## config.mk

```make
export PLATFORM = sky130hd
export DESIGN_NAME = drb_diag_record_builder
export DESIGN_NICKNAME = d
export VERILOG_FILES = /design/src/drb_pkg.sv /design/src/drb_diag_record_builder.sv
export SDC_FILE = /design/constraint.sdc
export NUM_CORES = 1
export LEC_CHECK = 0
export BUFFER_PORTS_ARGS = -buffer_cell sky130_fd_sc_hd__buf_2
export CAP_MARGIN = 20
export CORE_ASPECT_RATIO = 1.1
export CORE_MARGIN = 2
export CORE_UTILIZATION = 44
export DETAILED_ROUTE_END_ITERATION = 8
export GPL_ROUTABILITY_DRIVEN = 0
export MAX_ROUTING_LAYER = met4
export PLACE_DENSITY = 0.66
export SETUP_SLACK_MARGIN = 0.15
export SYNTH_ARGS = -nofsm -noshare
export SYNTH_HDL_FRONTEND = slang
export SYNTH_SLANG_ARGS = --single-unit
```

## constraint.sdc

```tcl
create_clock -name clk -period 7.8 [get_ports clk]
set_input_delay 1.56 -clock clk [delete_from_list [all_inputs] [get_ports clk]]
set_output_delay 1.56 -clock clk [all_outputs]
set_load 0.1 [all_outputs]
```

## src/drb_pkg.sv

```systemverilog
// Behaviour
// - After the loss condition clears, report outgoing only while diagnostics are enabled.
// - Basic byte 0: bit0 module failure, bit2 external fault, bit3 channel fault.
// - Basic byte 1: module class in bits 3..0, bit4 channel info present.
// - Outgoing basic record returns bytes 2 and 3 as zero.
// - Basic record layout is the same for every technology function.
// - Extended record is the 4 basic bytes plus 12 function bytes.
// - Byte 4 holds channel type digital input, bit7 more types present.
// - Byte 5 reports eight diagnostic bits per channel.
// - Byte 6 reports eight channels per module.
// - Byte 7 flags four input groups, three counters, bit7 reserved.
// - Bytes 12..14 flag lost counter events on even bits.
// - A new process interrupt while the previous is handled raises a diagnostic.
// - Incoming basic record sets byte 3 bit 6 for a lost interrupt.
package drb_pkg;

   localparam int        ADDR_W        = 8;
   localparam int        DATA_W        = 32;
   localparam int        NUM_DI        = 16;
   localparam int        NUM_CNT       = 3;
   localparam int        CNT_EVT       = 4;

   // Register offsets.
   localparam logic [7:0] OFS_REC0     = 8'h00;
   localparam logic [7:0] OFS_REC1     = 8'h04;
   localparam logic [7:0] OFS_REC2     = 8'h08;
   localparam logic [7:0] OFS_REC3     = 8'h0C;
   localparam logic [7:0] OFS_CTRL     = 8'h10;
   localparam logic [7:0] OFS_STAT     = 8'h14;
   localparam logic [7:0] OFS_MASK     = 8'h18;
   localparam logic [7:0] OFS_LIVE     = 8'h1C;

   // Control fields and reset value.
   localparam int        CTRL_DIAG_EN  = 0;
   localparam int        CTRL_CH_INFO  = 1;
   localparam int        CTRL_MORE_TYP = 2;
   localparam int        CTRL_ANALOG   = 3;
   localparam int        CTRL_W        = 4;
   localparam logic [3:0] CTRL_RST     = 4'h0;

   // Status and mask fields.
   localparam int        ST_INCOMING   = 0;
   localparam int        ST_OUTGOING   = 1;
   localparam int        ST_W          = 2;
   localparam logic [1:0] ST_RST       = 2'h0;
   localparam int        LIVE_INC_BIT  = 31;

   // Record contents.
   localparam logic [3:0] CLASS_ANALOG  = 4'h5;
   localparam logic [3:0] CLASS_DIGITAL = 4'hF;
   localparam logic [6:0] CHT_DIG_IN    = 7'h70;
   localparam logic [6:0] CHT_ANA_IN    = 7'h71;
   localparam logic [6:0] CHT_DIG_OUT   = 7'h72;
   localparam logic [6:0] CHT_ANA_OUT   = 7'h73;
   localparam logic [6:0] CHT_ANA_IO    = 7'h74;
   localparam logic [7:0] BITS_PER_CH   = 8'h08;
   localparam logic [7:0] CH_PER_MOD    = 8'h08;
   localparam int        B3_PI_LOST    = 6;

   typedef struct packed {
      logic [7:0] b3;
      logic [7:0] b2;
      logic [7:0] b1;
      logic [7:0] b0;
   } drb_basic_s;

   // Function byte k sits at record byte k + 4.
   typedef struct packed {
      logic [11:0][7:0] fn;
      drb_basic_s       basic;
   } drb_ext_s;

endpackage

```

## src/drb_diag_record_builder.sv

```systemverilog
// The implementer's own choices: the register addresses and the address-and-strobe port.
`timescale 1ns/100ps
module drb_diag_record_builder #(
   parameter int NUM_DI  = drb_pkg::NUM_DI,
   parameter int NUM_CNT = drb_pkg::NUM_CNT
) (
   input  wire logic                                        clk,
   input  wire logic                                        rst,
   input  wire logic                                        ce,
   input  wire logic [drb_pkg::ADDR_W-1:0]                  reg_addr,
   input  wire logic [drb_pkg::DATA_W-1:0]                  reg_wdata,
   input  wire logic                                        reg_wr,
   input  wire logic                                        reg_rd,
   output      logic [drb_pkg::DATA_W-1:0]                  reg_rdata,
   input  wire logic [NUM_DI-1:0]                           di_pi_req,
   input  wire logic [NUM_DI-1:0]                           di_pi_done,
   input  wire logic [NUM_CNT*drb_pkg::CNT_EVT-1:0]         cnt_pi_req,
   input  wire logic [NUM_CNT*drb_pkg::CNT_EVT-1:0]         cnt_pi_done,
   input  wire logic                                        mod_fail,
   input  wire logic                                        ext_fault,
   input  wire logic                                        chan_fault,
   output      logic                                        diag_in_pulse,
   output      logic                                        diag_out_pulse,
   output      logic                                        irq
);

   localparam int NCE = NUM_CNT * drb_pkg::CNT_EVT;
   localparam int NEV = NUM_DI + NCE;

   // The record layout has fixed byte positions, so only the documented sizes fit.
   if (NUM_DI != drb_pkg::NUM_DI) begin
      $error("drb_diag_record_builder: record layout needs 16 inputs");
   end
   if (NUM_CNT != drb_pkg::NUM_CNT) begin
      $error("drb_diag_record_builder: record layout needs 3 counters");
   end

   // ==========================================================================
   // Helpers
   // ==========================================================================

   // Places four flags on bit positions 0, 2, 4 and 6.
   function automatic logic [7:0] spread4(input logic [3:0] f);
      spread4 = {1'b0, f[3], 1'b0, f[2], 1'b0, f[1], 1'b0, f[0]};
   endfunction

   // A write strobe aimed at one register offset.
   function automatic logic wr_hit(input logic                        wr,
                                   input logic [drb_pkg::ADDR_W-1:0] addr,
                                   input logic [drb_pkg::ADDR_W-1:0] ofs);
      wr_hit = wr && addr == ofs;
   endfunction

   // ==========================================================================
   // Fault level synchronisers
   // ==========================================================================

   // The fault levels come from the field side, outside this clock's domain.
   // A change is taken only once the second and third stages agree, so a level
   // caught mid-transition never reaches a snapshot. The cost is four cycles of
   // latency: a fault must settle that long before an event to be captured.
   logic [2:0] flt_pin;
   logic [2:0] flt_s1_r;
   logic [2:0] flt_s2_r;
   logic [2:0] flt_s3_r;
   logic [2:0] flt_agree;
   logic [2:0] flt_r;

   assign flt_pin   = {chan_fault, ext_fault, mod_fail};
   assign flt_agree = ~(flt_s2_r ^ flt_s3_r);

   always_ff @(posedge clk or posedge rst) begin
      if (rst) begin
         flt_s1_r <= '0;
         flt_s2_r <= '0;
         flt_s3_r <= '0;
      end else if (ce) begin
         flt_s1_r <= flt_pin;
         flt_s2_r <= flt_s1_r;
         flt_s3_r <= flt_s2_r;
      end
   end

   // Each bit is filtered alone, so one settling fault does not hold back the others.
   always_ff @(posedge clk or posedge rst) begin
      if (rst) begin
         flt_r <= '0;
      end else if (ce) begin
         flt_r <= (flt_s3_r & flt_agree) | (flt_r & ~flt_agree);
      end
   end

   // ==========================================================================
   // Process interrupt tracking
   // ==========================================================================

   logic [NEV-1:0] req_all;
   logic [NEV-1:0] done_all;
   logic [NEV-1:0] busy_r;
   logic [NEV-1:0] lost_r;
   logic [NEV-1:0] lost_nxt;
   logic [NEV-1:0] loss_now;
   logic           lost_any_r;

   assign req_all  = {cnt_pi_req, di_pi_req};
   assign done_all = {cnt_pi_done, di_pi_done};

   // loss detection
   // A request that meets a still-busy event is a loss; a done in the same
   // cycle frees the event first, so the new request is then served normally.
   assign loss_now = req_all & busy_r & ~done_all;

   // A done clears the loss flag; a request in the same cycle as its done is no loss.
   assign lost_nxt = loss_now | (lost_r & ~done_all);

   always_ff @(posedge clk or posedge rst) begin
      if (rst) begin
         busy_r <= '0;
      end else if (ce) begin
         busy_r <= req_all | (busy_r & ~done_all);
      end
   end

   always_ff @(posedge clk or posedge rst) begin
      if (rst) begin
         lost_r     <= '0;
         lost_any_r <= 1'b0;
      end else if (ce) begin
         lost_r     <= lost_nxt;
         lost_any_r <= |lost_nxt;
      end
   end

   // ==========================================================================
   // Registers
   // ==========================================================================

   logic [drb_pkg::CTRL_W-1:0] ctrl_r;
   logic [drb_pkg::ST_W-1:0]   stat_r;
   logic [drb_pkg::ST_W-1:0]   mask_r;
   logic                       diag_en;
   logic                       ev_in;
   logic                       ev_out;

   assign diag_en = ctrl_r[drb_pkg::CTRL_DIAG_EN];

   always_ff @(posedge clk or posedge rst) begin
      if (rst) begin
         ctrl_r <= drb_pkg::CTRL_RST;
      end else if (ce && wr_hit(reg_wr, reg_addr, drb_pkg::OFS_CTRL)) begin
         ctrl_r <= reg_wdata[drb_pkg::CTRL_W-1:0];
      end
   end

   always_ff @(posedge clk or posedge rst) begin
      if (rst) begin
         mask_r <= drb_pkg::ST_RST;
      end else if (ce && wr_hit(reg_wr, reg_addr, drb_pkg::OFS_MASK)) begin
         mask_r <= reg_wdata[drb_pkg::ST_W-1:0];
      end
   end

   // ==========================================================================
   // Diagnostic events
   // ==========================================================================

   assign ev_in = |loss_now;

   // outgoing when cleared
   // The last pending loss being handled ends the condition; the message is
   // only given while the diagnostic interrupt stays enabled.
   assign ev_out = lost_any_r && !(|lost_nxt) && diag_en;

   always_ff @(posedge clk or posedge rst) begin
      if (rst) begin
         diag_in_pulse  <= 1'b0;
         diag_out_pulse <= 1'b0;
      end else if (ce) begin
         diag_in_pulse  <= ev_in && diag_en;
         diag_out_pulse <= ev_out;
      end else begin
         diag_in_pulse  <= 1'b0;
         diag_out_pulse <= 1'b0;
      end
   end

   // Sticky status, write one to clear; a new event wins over the clear.
   logic [drb_pkg::ST_W-1:0] st_set;
   logic [drb_pkg::ST_W-1:0] st_clr;

   always_comb begin
      st_set = '0;
      st_set[drb_pkg::ST_INCOMING] = ev_in && diag_en;
      st_set[drb_pkg::ST_OUTGOING] = ev_out;
      st_clr = '0;
      if (wr_hit(reg_wr, reg_addr, drb_pkg::OFS_STAT)) begin
         st_clr = reg_wdata[drb_pkg::ST_W-1:0];
      end
   end

   always_ff @(posedge clk or posedge rst) begin
      if (rst) begin
         stat_r <= drb_pkg::ST_RST;
      end else if (ce) begin
         stat_r <= st_set | (stat_r & ~st_clr);
      end
   end

   assign irq = |(stat_r & mask_r);

   // ==========================================================================
   // Record assembly
   // ==========================================================================

   drb_pkg::drb_ext_s rec_nxt;
   drb_pkg::drb_ext_s rec_r;
   logic              rec_inc_r;

   always_comb begin
      rec_nxt = '0;
      // shared basic layout
      // The basic record is built the same way whatever technology function runs.
      // byte 0 faults
      rec_nxt.basic.b0[0] = flt_r[0];
      rec_nxt.basic.b0[2] = flt_r[1];
      rec_nxt.basic.b0[3] = flt_r[2] | ev_in | (|lost_nxt);
      rec_nxt.basic.b1[3:0] = ctrl_r[drb_pkg::CTRL_ANALOG] ? drb_pkg::CLASS_ANALOG : drb_pkg::CLASS_DIGITAL;
      rec_nxt.basic.b1[4]   = ctrl_r[drb_pkg::CTRL_CH_INFO];
      // incoming lost flag
      // Byte 2 stays zero in both forms; byte 3 carries the loss only when incoming.
      rec_nxt.basic.b2 = 8'h00;
      rec_nxt.basic.b3[drb_pkg::B3_PI_LOST] = ev_in;
      rec_nxt.fn[0] = {ctrl_r[drb_pkg::CTRL_MORE_TYP], drb_pkg::CHT_DIG_IN};
      rec_nxt.fn[1] = drb_pkg::BITS_PER_CH;
      rec_nxt.fn[2] = drb_pkg::CH_PER_MOD;
      for (int g = 0; g < 4; g++) begin
         rec_nxt.fn[3][g] = |lost_nxt[g*4 +: 4];
      end
      for (int c = 0; c < NUM_CNT; c++) begin
         rec_nxt.fn[3][4+c] = |lost_nxt[NUM_DI + c*4 +: 4];
      end
      rec_nxt.fn[3][7] = 1'b0;
      for (int k = 0; k < 4; k++) begin
         rec_nxt.fn[4+k] = spread4(lost_nxt[k*4 +: 4]);
      end
      // counter loss bytes
      // Event order per counter: gate closed, gate opened, over/underflow, compare.
      for (int c = 0; c < NUM_CNT; c++) begin
         rec_nxt.fn[8+c] = spread4(lost_nxt[NUM_DI + c*4 +: 4]);
      end
      rec_nxt.fn[11] = 8'h00;
   end

   // snapshot capture
   // Only outgoing capture is gated by the enable, so with diagnostics off software can
   // still read the latest incoming loss; incoming wins if both would fire at once.
   always_ff @(posedge clk or posedge rst) begin
      if (rst) begin
         rec_r     <= '0;
         rec_inc_r <= 1'b0;
      end else if (ce && (ev_in || ev_out)) begin
         rec_r     <= rec_nxt;
         rec_inc_r <= ev_in;
      end
   end

   // ==========================================================================
   // Register read port
   // ==========================================================================

   logic [drb_pkg::DATA_W-1:0] rd_nxt;

   always_comb begin
      rd_nxt = '0;
      unique case (reg_addr)
         drb_pkg::OFS_REC0: rd_nxt = rec_r[31:0];
         drb_pkg::OFS_REC1: rd_nxt = rec_r[63:32];
         drb_pkg::OFS_REC2: rd_nxt = rec_r[95:64];
         drb_pkg::OFS_REC3: rd_nxt = rec_r[127:96];
         drb_pkg::OFS_CTRL: rd_nxt[drb_pkg::CTRL_W-1:0] = ctrl_r;
         drb_pkg::OFS_STAT: rd_nxt[drb_pkg::ST_W-1:0] = stat_r;
         drb_pkg::OFS_MASK: rd_nxt[drb_pkg::ST_W-1:0] = mask_r;
         drb_pkg::OFS_LIVE: begin
            rd_nxt[NEV-1:0] = lost_r;
            rd_nxt[drb_pkg::LIVE_INC_BIT] = rec_inc_r;
         end
         default: rd_nxt = '0;
      endcase
   end

   // Data stand from the enabled edge that takes the read strobe until the next enabled edge.
   always_ff @(posedge clk or posedge rst) begin
      if (rst) begin
         reg_rdata <= '0;
      end else if (ce) begin
         reg_rdata <= reg_rd ? rd_nxt : '0;
      end
   end

endmodule

```

# ---- Word level (Yosys, flattened, before mapping)
# Index checks and enable logic that the tools add are counted.
dict set report word_totals {
  in_bits 104
  reg_bits 160
}
dict set report op_classes {
  reduce_logical 22
  eq_ne 7
  bitwise 19
  muxes 10
}
# op n
set ops {}
lappend ops {{$pmux 24 s5} 1}
lappend ops {{$and 28x28->28} 4}
lappend ops {{$or 28x28->28} 2}
lappend ops {{$reduce_or 28->1} 2}
lappend ops {{$eq 8x5->1 const B} 4}
lappend ops {{$mux 32} 1}
lappend ops {{$not 28->28} 1}
lappend ops {{$reduce_or 4->1} 7}
lappend ops {{$eq 8x4->1 const B} 2}
lappend ops {{$pmux 2 s7} 1}
lappend ops {{$pmux 2 s5} 1}
lappend ops {{$logic_and 1x1->1} 9}
lappend ops {{$pmux 3 s3} 1}
lappend ops {{$eq 8x3->1 const B} 1}
lappend ops {{$logic_not 8->1} 1}
lappend ops {{$and 3x3->3} 2}
lappend ops {{$not 3->3} 2}
lappend ops {{$and 2x2->2} 2}
lappend ops {{$mux 4} 1}
lappend ops {{$mux 1} 3}
lappend ops {{$or 3x3->3} 1}
lappend ops {{$xor 3x3->3} 1}
lappend ops {{$mux 2} 1}
lappend ops {{$not 2->2} 1}
lappend ops {{other kinds (5)} 6}

# ---- Depth between registers and ports, before layout
# Gate-level depths: netlist of the first run.
dict set report depth {
  word_depth 9
  ltp_mapped 7
  mapped_depth_nobuf 6
}

# ---- Worst setup path after synthesis of the first run
# Ideal clock, no wire load.
dict set report synth_timing {
  kind {input -> register}
  startpoint {input cnt_pi_req[1] (netlist bit)}
  endpoint {register rec_r[0] (netlist bit)}
  path_slack_ps 4394
  arrival_ps 3281
  cell_stages 7
  path_cell_list {a21oi_1 -> nor2_1 -> nor4_1 -> nand4_1 -> o31ai_4 -> buf_6 -> mux2_4}
}
dict set report synth_via {
  elab_chain_cells 9
  word_cells_on_any_way 10
  cone_classes {bitwise: 3; reduce/logical: 7}
}
# element line
set synth_rtl {}
lappend synth_rtl {{start, declared} drb_diag_record_builder.sv:17} ;# input wire logic [NUM_CNT*drb_pkg::CNT_EVT-1:0] cnt_pi_req,
lappend synth_rtl {{$and 28x28->28 * (2 in a row)} drb_diag_record_builder.sv:111} ;# assign loss_now = req_all & busy_r & ~done_all;
lappend synth_rtl {{$or 28x28->28} drb_diag_record_builder.sv:114} ;# assign lost_nxt = loss_now | (lost_r & ~done_all);
lappend synth_rtl {{$reduce_or 28->1} drb_diag_record_builder.sv:172} ;# assign ev_out = lost_any_r && !(|lost_nxt) && diag_en;
lappend synth_rtl {{$logic_not 1->1} drb_diag_record_builder.sv:172}
lappend synth_rtl {{$logic_and 1x1->1 (2 in a row)} drb_diag_record_builder.sv:172}
lappend synth_rtl {{$logic_or 1x1->1 *} drb_diag_record_builder.sv:261} ;# end else if (ce && (ev_in || ev_out)) begin
lappend synth_rtl {{$logic_and 1x1->1 *} drb_diag_record_builder.sv:261}
lappend synth_rtl {{end signal, assigned} drb_diag_record_builder.sv:262} ;# rec_r <= rec_nxt;
lappend synth_rtl {{end, declared} drb_diag_record_builder.sv:216} ;# drb_pkg::drb_ext_s rec_r;
# Mark *: on every way between the ends. The rest lies on a longest branch, timed or not.
# A chain may end at the register's enable or synchronous reset.

# ---- Worst setup path after layout of the first run
dict set report layout_timing {
  startpoint {input di_pi_req[13]}
  endpoint {register rec_r[118] (netlist bit)}
}
dict set report layout_via {
  elab_chain_cells 9
  word_cells_on_any_way 10
  cone_classes {bitwise: 3; reduce/logical: 7}
}
# element line
set layout_rtl {}
lappend layout_rtl {{start, declared} drb_diag_record_builder.sv:15} ;# input wire logic [NUM_DI-1:0] di_pi_req,
lappend layout_rtl {{$and 28x28->28 * (2 in a row)} drb_diag_record_builder.sv:111}
lappend layout_rtl {{$or 28x28->28} drb_diag_record_builder.sv:114}
lappend layout_rtl {{$reduce_or 28->1} drb_diag_record_builder.sv:172}
lappend layout_rtl {{$logic_not 1->1} drb_diag_record_builder.sv:172}
lappend layout_rtl {{$logic_and 1x1->1 (2 in a row)} drb_diag_record_builder.sv:172}
lappend layout_rtl {{$logic_or 1x1->1 *} drb_diag_record_builder.sv:261}
lappend layout_rtl {{$logic_and 1x1->1 *} drb_diag_record_builder.sv:261}
# Marked as above.

==> impl_metrics.yaml, run 1 <==
setup_path:
  crit_start: "di_pi_req[13]"
  crit_path_max_fanout: 34
  r2r-end: "rec_r[118]$_DFFE_PP0P_"
  worst_ep_arrival_time_ns: 4.59
  crit_path_start_kind: "primary input"
  rr_worst_depth: 7
  timing.rr.start: "busy_r[13]$_DFFE_PP0P_"
  cp-end-kind: "register"
  cp_data_required_time_ns: 8.12
  r2r_slack_ns: 4.39
  worstSetupPathType: "primary input to register"
hold_path:
  hp-class: "register to register"
  hold_end: "reg_rdata[6]$_DFFE_PP0P_"
  worstHoldPathCells: 1
  hp-start: "reg_rdata[6]$_DFFE_PP0P_"
pwr:
  irDropWorstVdd_mv: 0.1479
  powerDensity_nw_per_um2: 246.4
  p_leak_uw: 0.003948
drt:
  drc: 0
  drtAntennaViolNets: 0
  routed_wirelength_um: 18260
  drtIter0Drc: 474
  wire_per_inst_um: 19.95
  num_vias: 5265
  via_per_inst: 5.754
  dr.pass1.iters: 7
cells_and_area:
  diodes: 0
  multi_input_area_um2: 2937
  final_cells: 915
  nFillCells: 1368
  final-seq-area_um2: 3854
  finish.utilization_pct: 52.96
  layout-drive-gt1-share_pct: 30.91
  area.growth.synth_to_final_pct: 18.44
  fin_nets: 806
timing:
  tns_ns: 0
  tightestPinTransition_ns: 1.040
  final.setup_skew_ns: 0.01846
  finalCritPeriodShare_pct: 54.70
  hold-worst-slack_ns: 0.4787
  layout_min_cycle_time_ns: 4.267
  timing.fmax_mhz: 234.4
  setup_viol: 0
  relSlewSlack_pct: 30.65
  grt_setup_unrepaired: "no"
  hold_violations: 0
  final-max-slew-violation-count: 0
logic_synthesis:
  netlist_area_um2: 6982
  synthCells: 596
  synth_seq_cells: 154
  ys_top_cells_by_count: "154 x dfrtp_1, 69 x nand2_1, 44 x a21oi_1, 44 x mux2_2, 40 x nor2_1"
  yosysWarningCount: 0
  synth_edf_count: 0
  yosysSeqAreaShare_pct: 55.20
  syn_nets: 700
  synth_area_leaders: "dfrtp_1 55%, mux2_2 7.1%, mux2_4 6.5%, a22o_1 3.8%, nand2_1 3.7%"
  synthFlopType: "dfrtp_1"
  netlist.area_leader.share_pct: 55.20
  syn_avg_cell_area_um2: 11.71
  synthMostInstantiatedCell: "dfrtp_1"
  async_reset_ff_share_pct: 100.0
  ys_types: 39
  yosysTopAreaCell: "dfrtp_1"
clock_network:
  clk_pin_slew_ns: 0.06
  cts.sinks: 154
  clkLatencyLatePin_ns: 0.43
  ctsHoldBuffers: 0
  cts_root_buf: "clkbuf_16"
  cts_buffers: 17
  cts_resized: 0
  htreeDepth: 4
  cts_tree: "done"
  cts_setup_buffers: 0
  clk_path_buf_depth: 2
global_route:
  grt_remaining_overflow: 0
  groute.usage.overall_pct: 23.30
  grt_pass1_vias: 5132
  grt_max_degree: 102
  antenna_found_initial: 0
  grt_pass1_wl_um: 28270
die:
  dieHeight_um: 136.1
  die-area_um2: 16890
  pin_count: 139
  rows: 48
  initial_core_util_pct: 44.71
  core_area_um2: 15620
  die_x_um: 124.1
placed_design:
  dpl.hpwl_um: 13060
  dp.cells: 883
  portBuffers: 110
outcome:
  outcome: "complete, no violations"
job:
  drv_cap: 0
## sequential cells by signal (all words and copies together), names as in the netlist, 2 cells and up, named ones only
register / count
busy_r: 28
ctrl_r: 4
flt_s1_r: 3
flt_s2_r: 3
flt_s3_r: 3
lost_r: 28
mask_r: 2
rec_r: 43
reg_rdata: 32
stat_r: 2
## logic make-up (layout without fill, tap and decap cells)
logic type / count (synthesis) / in the layout / synth area share [%]
simple gates: 156 / 156 / 10.11
buf+inv: 43 / 162 / 2.742
compound gates: 158 / 158 / 16.47
flops: 154 / 154 / 55.20
mux: 85 / 85 / 15.48
## per-layer routing
metal  share of wire (%)  track usage, %  up-vias
li1                    -               -     2418
met1                  43           30.20     2642
met2                  49           35.49      174
met3                 5.5           4.992       31
met4                 3.0           9.800        0
met5                   0               -        -
## worst max path at each step
| stage | to | cells past startpoint |
|---|---|---|
| 2_1_floorplan | asynchronous set/reset pin | 1 |
| 3_3_place_gp | rec_r[118]$_DFFE_PP0P_ | 8 |
| 3_5_place_dp | rec_r[118]$_DFFE_PP0P_ | 8 |
| 4_1_cts | rec_r[118]$_DFFE_PP0P_ | 8 |
| 5_1_grt | rec_r[118]$_DFFE_PP0P_ | 8 |
| 6_report | rec_r[118]$_DFFE_PP0P_ | 8 |
## critical path: stages
cell and delay, ns:
buf_2 0.11, a21oi_1 0.13, nor2_1 0.11, nor4_1 0.77, nand2_1 0.24, o31ai_4 0.61
buf_4 0.62, mux2_2 0.40
## cell type report
cell class	instances	area share (%)
Clock buffer	26	5.916
Sequential cell	154	46.60
Multi-Input combinational cell	399	35.51
Clock inverter	6	1.059
Timing Repair Buffer	115	7.142
Tap cell	200	3.026
Inverter	15	0.7414
## where the power goes
group | internal [uW] | switching [uW] | total, uW
sequential | 888 | 70.0 | 958
combinational | 130 | 137 | 267
clock | 497 | 316 | 813
total | 1510 | 523 | 2040
## cell usage in the layout, fill, tap and decap left out, drive strengths merged, types with 3 or more instances in the layout
master | netlist | layout
o2111ai | 4 | 4
nor4 | 10 | 10
a222oi | 5 | 5
a22o | 30 | 30
mux2i | 9 | 9
o2bb2ai | 26 | 26
clkbuf | 19 | 26
nor3 | 7 | 7
nand3 | 5 | 5
clkinv | 1 | 5
nand4 | 4 | 4
a21o | 8 | 8
nand2 | 69 | 69
o21ai | 10 | 10
buf | 9 | 115
nor2b | 3 | 3
a22oi | 9 | 9
inv | 14 | 14
a31oi | 6 | 6
a21oi | 44 | 44
dfrtp | 154 | 154
nor2 | 40 | 40
nand3b | 14 | 14
o22ai | 6 | 6
mux2 | 74 | 74
a221oi | 4 | 4
## metrics by stage
| stage | power, uW | area (um2) | setup slack [ns] |
|---|---|---|---|
| floorplan | 1139 | 6982 | 2.090 |
| global placement | 1224 | 7692 | 3.182 |
| detailed placement | 1236 | 7692 | 3.141 |
| CTS | 2050 | 8269 | 3.592 |
| global route | 2126 | 8269 | 3.289 |
| finish | 2037 | 8269 | 3.533 |
(Power assumes the default switching activity.)
==> inputs of run 2 (changes only) <==
--- a/config.mk
+++ b/config.mk
@@ -13,7 +13,7 @@
 export DETAILED_ROUTE_END_ITERATION = 8
 export GPL_ROUTABILITY_DRIVEN = 0
 export MAX_ROUTING_LAYER = met4
-export PLACE_DENSITY = 0.66
+export PLACE_DENSITY = 0.69
 export SETUP_SLACK_MARGIN = 0.15
 export SYNTH_ARGS = -nofsm -noshare
 export SYNTH_HDL_FRONTEND = slang
==> constraint.sdc (replaced) <==
create_clock -name clk -period 3.43 [get_ports clk]
set_input_delay 0.686 -clock clk [delete_from_list [all_inputs] [get_ports clk]]
set_output_delay 0.686 -clock clk [all_outputs]
set_load 0.1 [all_outputs]
==> run 2 against run 1 <==
Effect of this change: final cell count grew 0.87%; worst hold slack got worse by 0.086 ns; critical endpoint is now rec_r[106]$_DFFE_PP0P_; setup slack got worse by 2.9 ns; highest routed layer unchanged; critical path type is now register to register; critical path depth shrank 1; utilization up 0.76 points.
==> impl_metrics.yaml, run 2 (same netlist as run 1, synthesis figures left out) <==
drt:
  drtAntennaViolNets: 0
  num_vias: 5334
  drc: 0
  wl_met2_um: 8773
  top_layer: "met4"
  wl_met1_um: 7956
  dr.pass1.iters: 8
  via_per_inst: 5.779
  routed_wirelength_um: 18210
  wire_per_inst_um: 19.73
  wl_met3_um: 982
  drtIter0Drc: 427
pwr:
  comb_power_share_pct: 13.4
  p_sw_uw: 1237
  internal_power_uw: 3442
  p_leak_uw: 0.003994
  irDropWorstVdd_mv: 0.3720
  pwr-share-clk_pct: 40.1
  p_seq_share_pct: 46.6
  switching_share_pct: 26.44
  power_uw: 4679
  powerDensity_nw_per_um2: 557.8
cells_and_area:
  nFillCells: 1379
  layout-drive-gt1-share_pct: 32.37
  final_common_cell: "dfrtp_1"
  fin_nets: 814
  layout_common_cells: "154 x dfrtp_1, 109 x buf_2, 69 x nand2_1"
  largest_register_ffs: 43
  final_cells: 923
  reg_top3: "rec_r x43, reg_rdata x32"
  area.growth.synth_to_final_pct: 20.14
  diodes: 0
  finish.utilization_pct: 53.72
  top_register: "rec_r"
die:
  rows: 48
  pin_count: 139
  dieHeight_um: 136.1
  die-area_um2: 16890
  die_x_um: 124.1
  core_area_um2: 15620
  initial_core_util_pct: 44.71
hold_path:
  hp-class: "primary input to asynchronous set/reset pin"
global_route:
  grt_remaining_overflow: 0
  antenna_found_initial: 0
  groute.usage.overall_pct: 23.17
  grt_pass1_wl_um: 28350
  grt_pass1_vias: 5309
  grt_max_degree: 66
timing:
  relSlewSlack_pct: 47.47
  finalCritPeriodShare_pct: 82.90
  grt_setup_unrepaired: "no"
  setup_viol: 0
  tns_ns: 0
  timing.fmax_mhz: 351.7
  final.setup_skew_ns: 0.007714
  timing.final.ws_setup_ns: 0.5866
  hold_violations: 0
  layout_min_cycle_time_ns: 2.843
  tightestPinTransition_ns: 0.7862
  final-max-slew-violation-count: 0
clock_network:
  clkLatencyLatePin_ns: 0.43
  ctsHoldBuffers: 0
  cts_resized: 0
  htreeDepth: 4
  cts.sinks: 154
  clk_pin_slew_ns: 0.07
  cts_buffers: 17
  cts_tree: "done"
  cts_root_buf: "clkbuf_16"
  clk_path_buf_depth: 2
  cts_setup_buffers: 0
setup_path:
  worst_ep_arrival_time_ns: 3.15
  cp-end-kind: "register"
  crit_path_max_fanout: 20
  crit_path_start_kind: "register"
  worstSetupPathType: "register to register"
  cp_data_required_time_ns: 3.74
placed_design:
  dp.cells: 891
  dpl_worst_slack_ns: 0.2080
  portBuffers: 110
  dpl.hpwl_um: 13410
outcome:
  outcome: "complete, no violations"
job:
  drv_cap: 0
## run 2: changes by cell type in the layout (fill, tap and decap cells not counted), sizes merged
cell,change
clkinv,+1
buf,+8
clkinvlp,+5
clkbuf,-6
## run 2: routing by layer
metal	vias up	global-route usage, %
met3	40	4.195
li1	2442	-
met1	2671	30.40
met4	0	8.926
met2	181	35.85
met5	-	-
## run 2: area by class of cell
| cell class | count | area, um2 | area share [%] |
|---|---|---|---|
| repair buffers | 123 | 688.2 | 8.204 |
| flip-flops and latches | 154 | 3854 | 45.94 |
| multi-input cells | 399 | 2937 | 35.01 |
| clock inverters | 12 | 142.6 | 1.700 |
| clock buffers | 20 | 456.7 | 5.445 |
| inverters | 15 | 60.06 | 0.7160 |
| well taps | 200 | 250.2 | 2.983 |
## run 2: metrics by stage
step	hold slack [ns]	area [um2]
floorplan	0.4370	6985
CTS	0.4081	8388
global route	0.4379	8388
global placement	0.4696	7789
finish	0.3926	8388
detailed placement	0.4696	7789
## run 2: power groups by stage
stage	combinational, uW	clock (uW)	sequential [uW]
after floorplan	442	0	2150
after global placement	602	0	2200
after detailed placement	622	0	2210
after CTS	627	1910	2170
after global routing	687	1990	2200
final	625	1880	2180
## run 2: worst paths after layout
check	depth (start not counted)	from	to	slack, ns
worst max-delay path	7	busy_r[17]$_DFFE_PP0P_	rec_r[106]$_DFFE_PP0P_	0.59
worst min-delay path	2	rst	busy_r[17]$_DFFE_PP0P_	0.39
worst max register to register	7	busy_r[17]$_DFFE_PP0P_	rec_r[106]$_DFFE_PP0P_	0.59
worst min register to register	1	reg_rdata[4]$_DFFE_PP0P_	reg_rdata[4]$_DFFE_PP0P_	0.48
max in group asynchronous	3	rst	reg_rdata[6]$_DFFE_PP0P_	2.24
min in group clk	2	cnt_pi_done[9]	lost_r[25]$_DFFE_PP0P_	0.48
## run 2: critical path, stage by stage (launching register included)
cell and delay, ns:
dfrtp_1 0.40, a21oi_1 0.13, nor2_1 0.11, nor4_1 0.57, nand4_1 0.38, o31ai_4 0.39, buf_4 0.40, mux2_4 0.34
==> inputs of run 3 (changes only) <==
--- a/config.mk
+++ b/config.mk
@@ -5,6 +5,7 @@
 export SDC_FILE = /design/constraint.sdc
 export NUM_CORES = 1
 export LEC_CHECK = 0
+export ABC_AREA = 1
 export BUFFER_PORTS_ARGS = -buffer_cell sky130_fd_sc_hd__buf_2
 export CAP_MARGIN = 20
 export CORE_ASPECT_RATIO = 1.1
@@ -13,7 +14,7 @@
 export DETAILED_ROUTE_END_ITERATION = 8
 export GPL_ROUTABILITY_DRIVEN = 0
 export MAX_ROUTING_LAYER = met4
-export PLACE_DENSITY = 0.69
+export PLACE_DENSITY = 0.66
 export SETUP_SLACK_MARGIN = 0.15
 export SYNTH_ARGS = -nofsm -noshare
 export SYNTH_HDL_FRONTEND = slang
==> constraint.sdc (replaced) <==
create_clock -name clk -period 2.7 [get_ports clk]
set_input_delay 0.54 -clock clk [delete_from_list [all_inputs] [get_ports clk]]
set_output_delay 0.54 -clock clk [all_outputs]
set_load 0.1 [all_outputs]
==> run 3 against run 2 <==
Effect of this change: cell area is 4.7% higher; sequential power is 22% higher; combinational power is 12% higher; fmax is 35% higher; critical endpoint is now rec_r[110]$_DFFE_PP0P_.
==> impl_metrics.yaml, run 3 <==
logic_synthesis:
  yosysWarningCount: 0
  synth_seq_cells: 154
  synthCells: 949
  yosysSeqAreaShare_pct: 52.45
  synth_edf_count: 0
  synthMostInstantiatedCell: "nand2_1"
  yosys.area_share.simple_pct: 26.12
  yosysTopAreaCell: "dfrtp_1"
  async_reset_ff_share_pct: 100.0
  synth_xor_area_share_pct: 0
  netlist.area_leader.share_pct: 52.45
  syn_nets: 1053
  netlist_area_um2: 7347
  synth_top_family_by_area: "simple AND/OR/NAND/NOR gates"
  ys_top_cells_by_count: "312 x nand2_1, 154 x dfrtp_1, 113 x inv_1, 100 x o21ai_0, 80 x nor2_1"
  synthFlopType: "dfrtp_1"
  synth_compound_area_share_pct: 12.81
  synth.area.mux_share_pct: 0.1533
  syn_avg_cell_area_um2: 7.742
  synth_area_leaders: "dfrtp_1 52%, nand2_1 16%, o21ai_0 6.8%, inv_1 5.8%, nand3_1 4.5%"
  ys_types: 34
  synthAdderAreaFrac_pct: 0
timing:
  relSlewSlack_pct: 53.51
  timing.final.ws_setup_ns: 0.5983
  tns_ns: 0
  hold_violations: 0
  final-max-slew-violation-count: 0
  tightestPinTransition_ns: 0.6959
  finalCritPeriodShare_pct: 77.84
  layout_min_cycle_time_ns: 2.102
  setup_viol: 0
  grt_setup_unrepaired: "no"
  final.setup_skew_ns: 0.008216
  timing.fmax_mhz: 475.8
cells_and_area:
  final-seq-area_um2: 3854
  finish.utilization_pct: 53.63
  layout-drive-gt1-share_pct: 16.19
  top_register: "rec_r"
  final_common_cell: "nand2_1"
  diodes: 0
  largest_register_ffs: 43
  layout_common_cells: "312 x nand2_1, 154 x dfrtp_1, 112 x inv_1"
  final_area_um2: 8780
  reg_top3: "rec_r x43, reg_rdata x32"
  fin_nets: 1166
  area.growth.synth_to_final_pct: 19.50
  multi_input_area_um2: 2872
  nFillCells: 1618
setup_path:
  crit_path_max_fanout: 41
  r2r-end: "rec_r[110]$_DFFE_PP0P_"
  r2r_slack_ns: 0.60
  cp-end-kind: "register"
  timing.rr.start: "lost_r[20]$_DFFE_PP0P_"
  endpoint: "rec_r[110]$_DFFE_PP0P_"
  crit_path_start_kind: "register"
  crit_start: "lost_r[20]$_DFFE_PP0P_"
  worst_ep_arrival_time_ns: 2.47
  worstSetupPathType: "register to register"
  cp_data_required_time_ns: 3.07
  rr_worst_depth: 11
pwr:
  p_leak_uw: 0.004802
  irDropWorstVdd_mv: 0.4546
  powerDensity_nw_per_um2: 662.2
die:
  dieHeight_um: 139.5
  rows: 49
  core_area_um2: 16370
  die_x_um: 127.2
  die-area_um2: 17750
  initial_core_util_pct: 44.88
  pin_count: 139
drt:
  num_vias: 6544
  routed_wirelength_um: 19350
  drc: 0
  wire_per_inst_um: 15.13
  dr.pass1.iters: 5
  drtIter0Drc: 503
  drtAntennaViolNets: 0
  via_per_inst: 5.116
clock_network:
  cts_buffers: 17
  cts_resized: 0
  clkLatencyLatePin_ns: 0.43
  cts_root_buf: "clkbuf_16"
  clk_pin_slew_ns: 0.06
  clk_path_buf_depth: 2
  cts_tree: "done"
  htreeDepth: 4
  ctsHoldBuffers: 0
  cts_setup_buffers: 0
  cts.sinks: 154
placed_design:
  dpl.hpwl_um: 13810
  place_area_um2: 8175
  dpl_worst_slack_ns: 0.3880
  portBuffers: 110
hold_path:
  hp-class: "primary input to asynchronous set/reset pin"
global_route:
  grt_max_degree: 136
  groute.usage.overall_pct: 23.62
  antenna_found_initial: 0
  grt_pass1_wl_um: 31600
  grt_pass1_vias: 6257
  grt_remaining_overflow: 0
job:
  drv_cap: 0
outcome:
  outcome: "complete, no violations"
## run 3: changes by cell type after synthesis, sizes merged, moves of 13 or more
cell / change
nand2: +245
inv: +101
o21ai: +94
mux2: -73
nand3: +62
nor2: +45
o2bb2ai: -26
a22o: -25
nand3b: -13
## run 3: cells by family (layout without fill, tap and decap cells)
| family | count (synthesis) | in the layout |
|---|---|---|
| flops | 154 | 154 |
| simple gates | 473 | 473 |
| buf+inv | 153 | 279 |
| compound gates | 168 | 168 |
| mux | 1 | 1 |
## run 3: where the power goes
part           internal (uW)  switching [uW]
clock                   1500             967
sequential              2520             134
combinational            242             458
total                   4250            1560
## run 3: worst min path at each step
stage                              startpoint                   endpoint  slack [ns]
floorplan               lost_r[0]$_DFFE_PP0P_      lost_r[0]$_DFFE_PP0P_        0.45
global placement     reg_rdata[3]$_DFFE_PP0P_   reg_rdata[3]$_DFFE_PP0P_        0.46
detailed placement  reg_rdata[27]$_DFFE_PP0P_  reg_rdata[27]$_DFFE_PP0P_        0.46
CTS                                       rst  reg_rdata[27]$_DFFE_PP0P_        0.23
global route                              rst      busy_r[2]$_DFFE_PP0P_        0.27
finish                                    rst   reg_rdata[7]$_DFFE_PP0P_        0.21
## run 3: worst max-delay path: stages (launching register included)
cell and delay (ns):
dfrtp_1 0.38, inv_1 0.09, nor2_1 0.05, nor2_1 0.18
nand2_1 0.07, nor2_1 0.29, nand2_1 0.14, nor2_4 0.14
nand3_4 0.10, nand2_4 0.37, nand2_1 0.14, nand2_1 0.09
## run 3: cell type report
| type | instances | share of cell area, % |
|---|---|---|
| Tap cell | 204 | 2.907 |
| Sequential cell | 154 | 43.89 |
| Inverter | 117 | 5.059 |
| Clock buffer | 20 | 5.202 |
| Timing Repair Buffer | 130 | 8.551 |
| Clock inverter | 12 | 1.682 |
| Multi-Input combinational cell | 642 | 32.71 |
## run 3: routing by layer
layer | vias up | global-route usage [%] | routed length, um
met5 | - | - | 0
met2 | 214 | 36.22 | 9053
met4 | 0 | 9.254 | 446
met3 | 31 | 4.691 | 999
li1 | 3244 | - | -
met1 | 3055 | 31.06 | 8848
## run 3: per-stage QoR
step                hold WS (ns)  power, uW  cells
global route              0.2714       6087   1279
floorplan                 0.4530       3128    949
CTS                       0.2260       5858   1279
global placement          0.4588       3374   1247
detailed placement        0.4622       3391   1247
finish                    0.2140       5814   1279
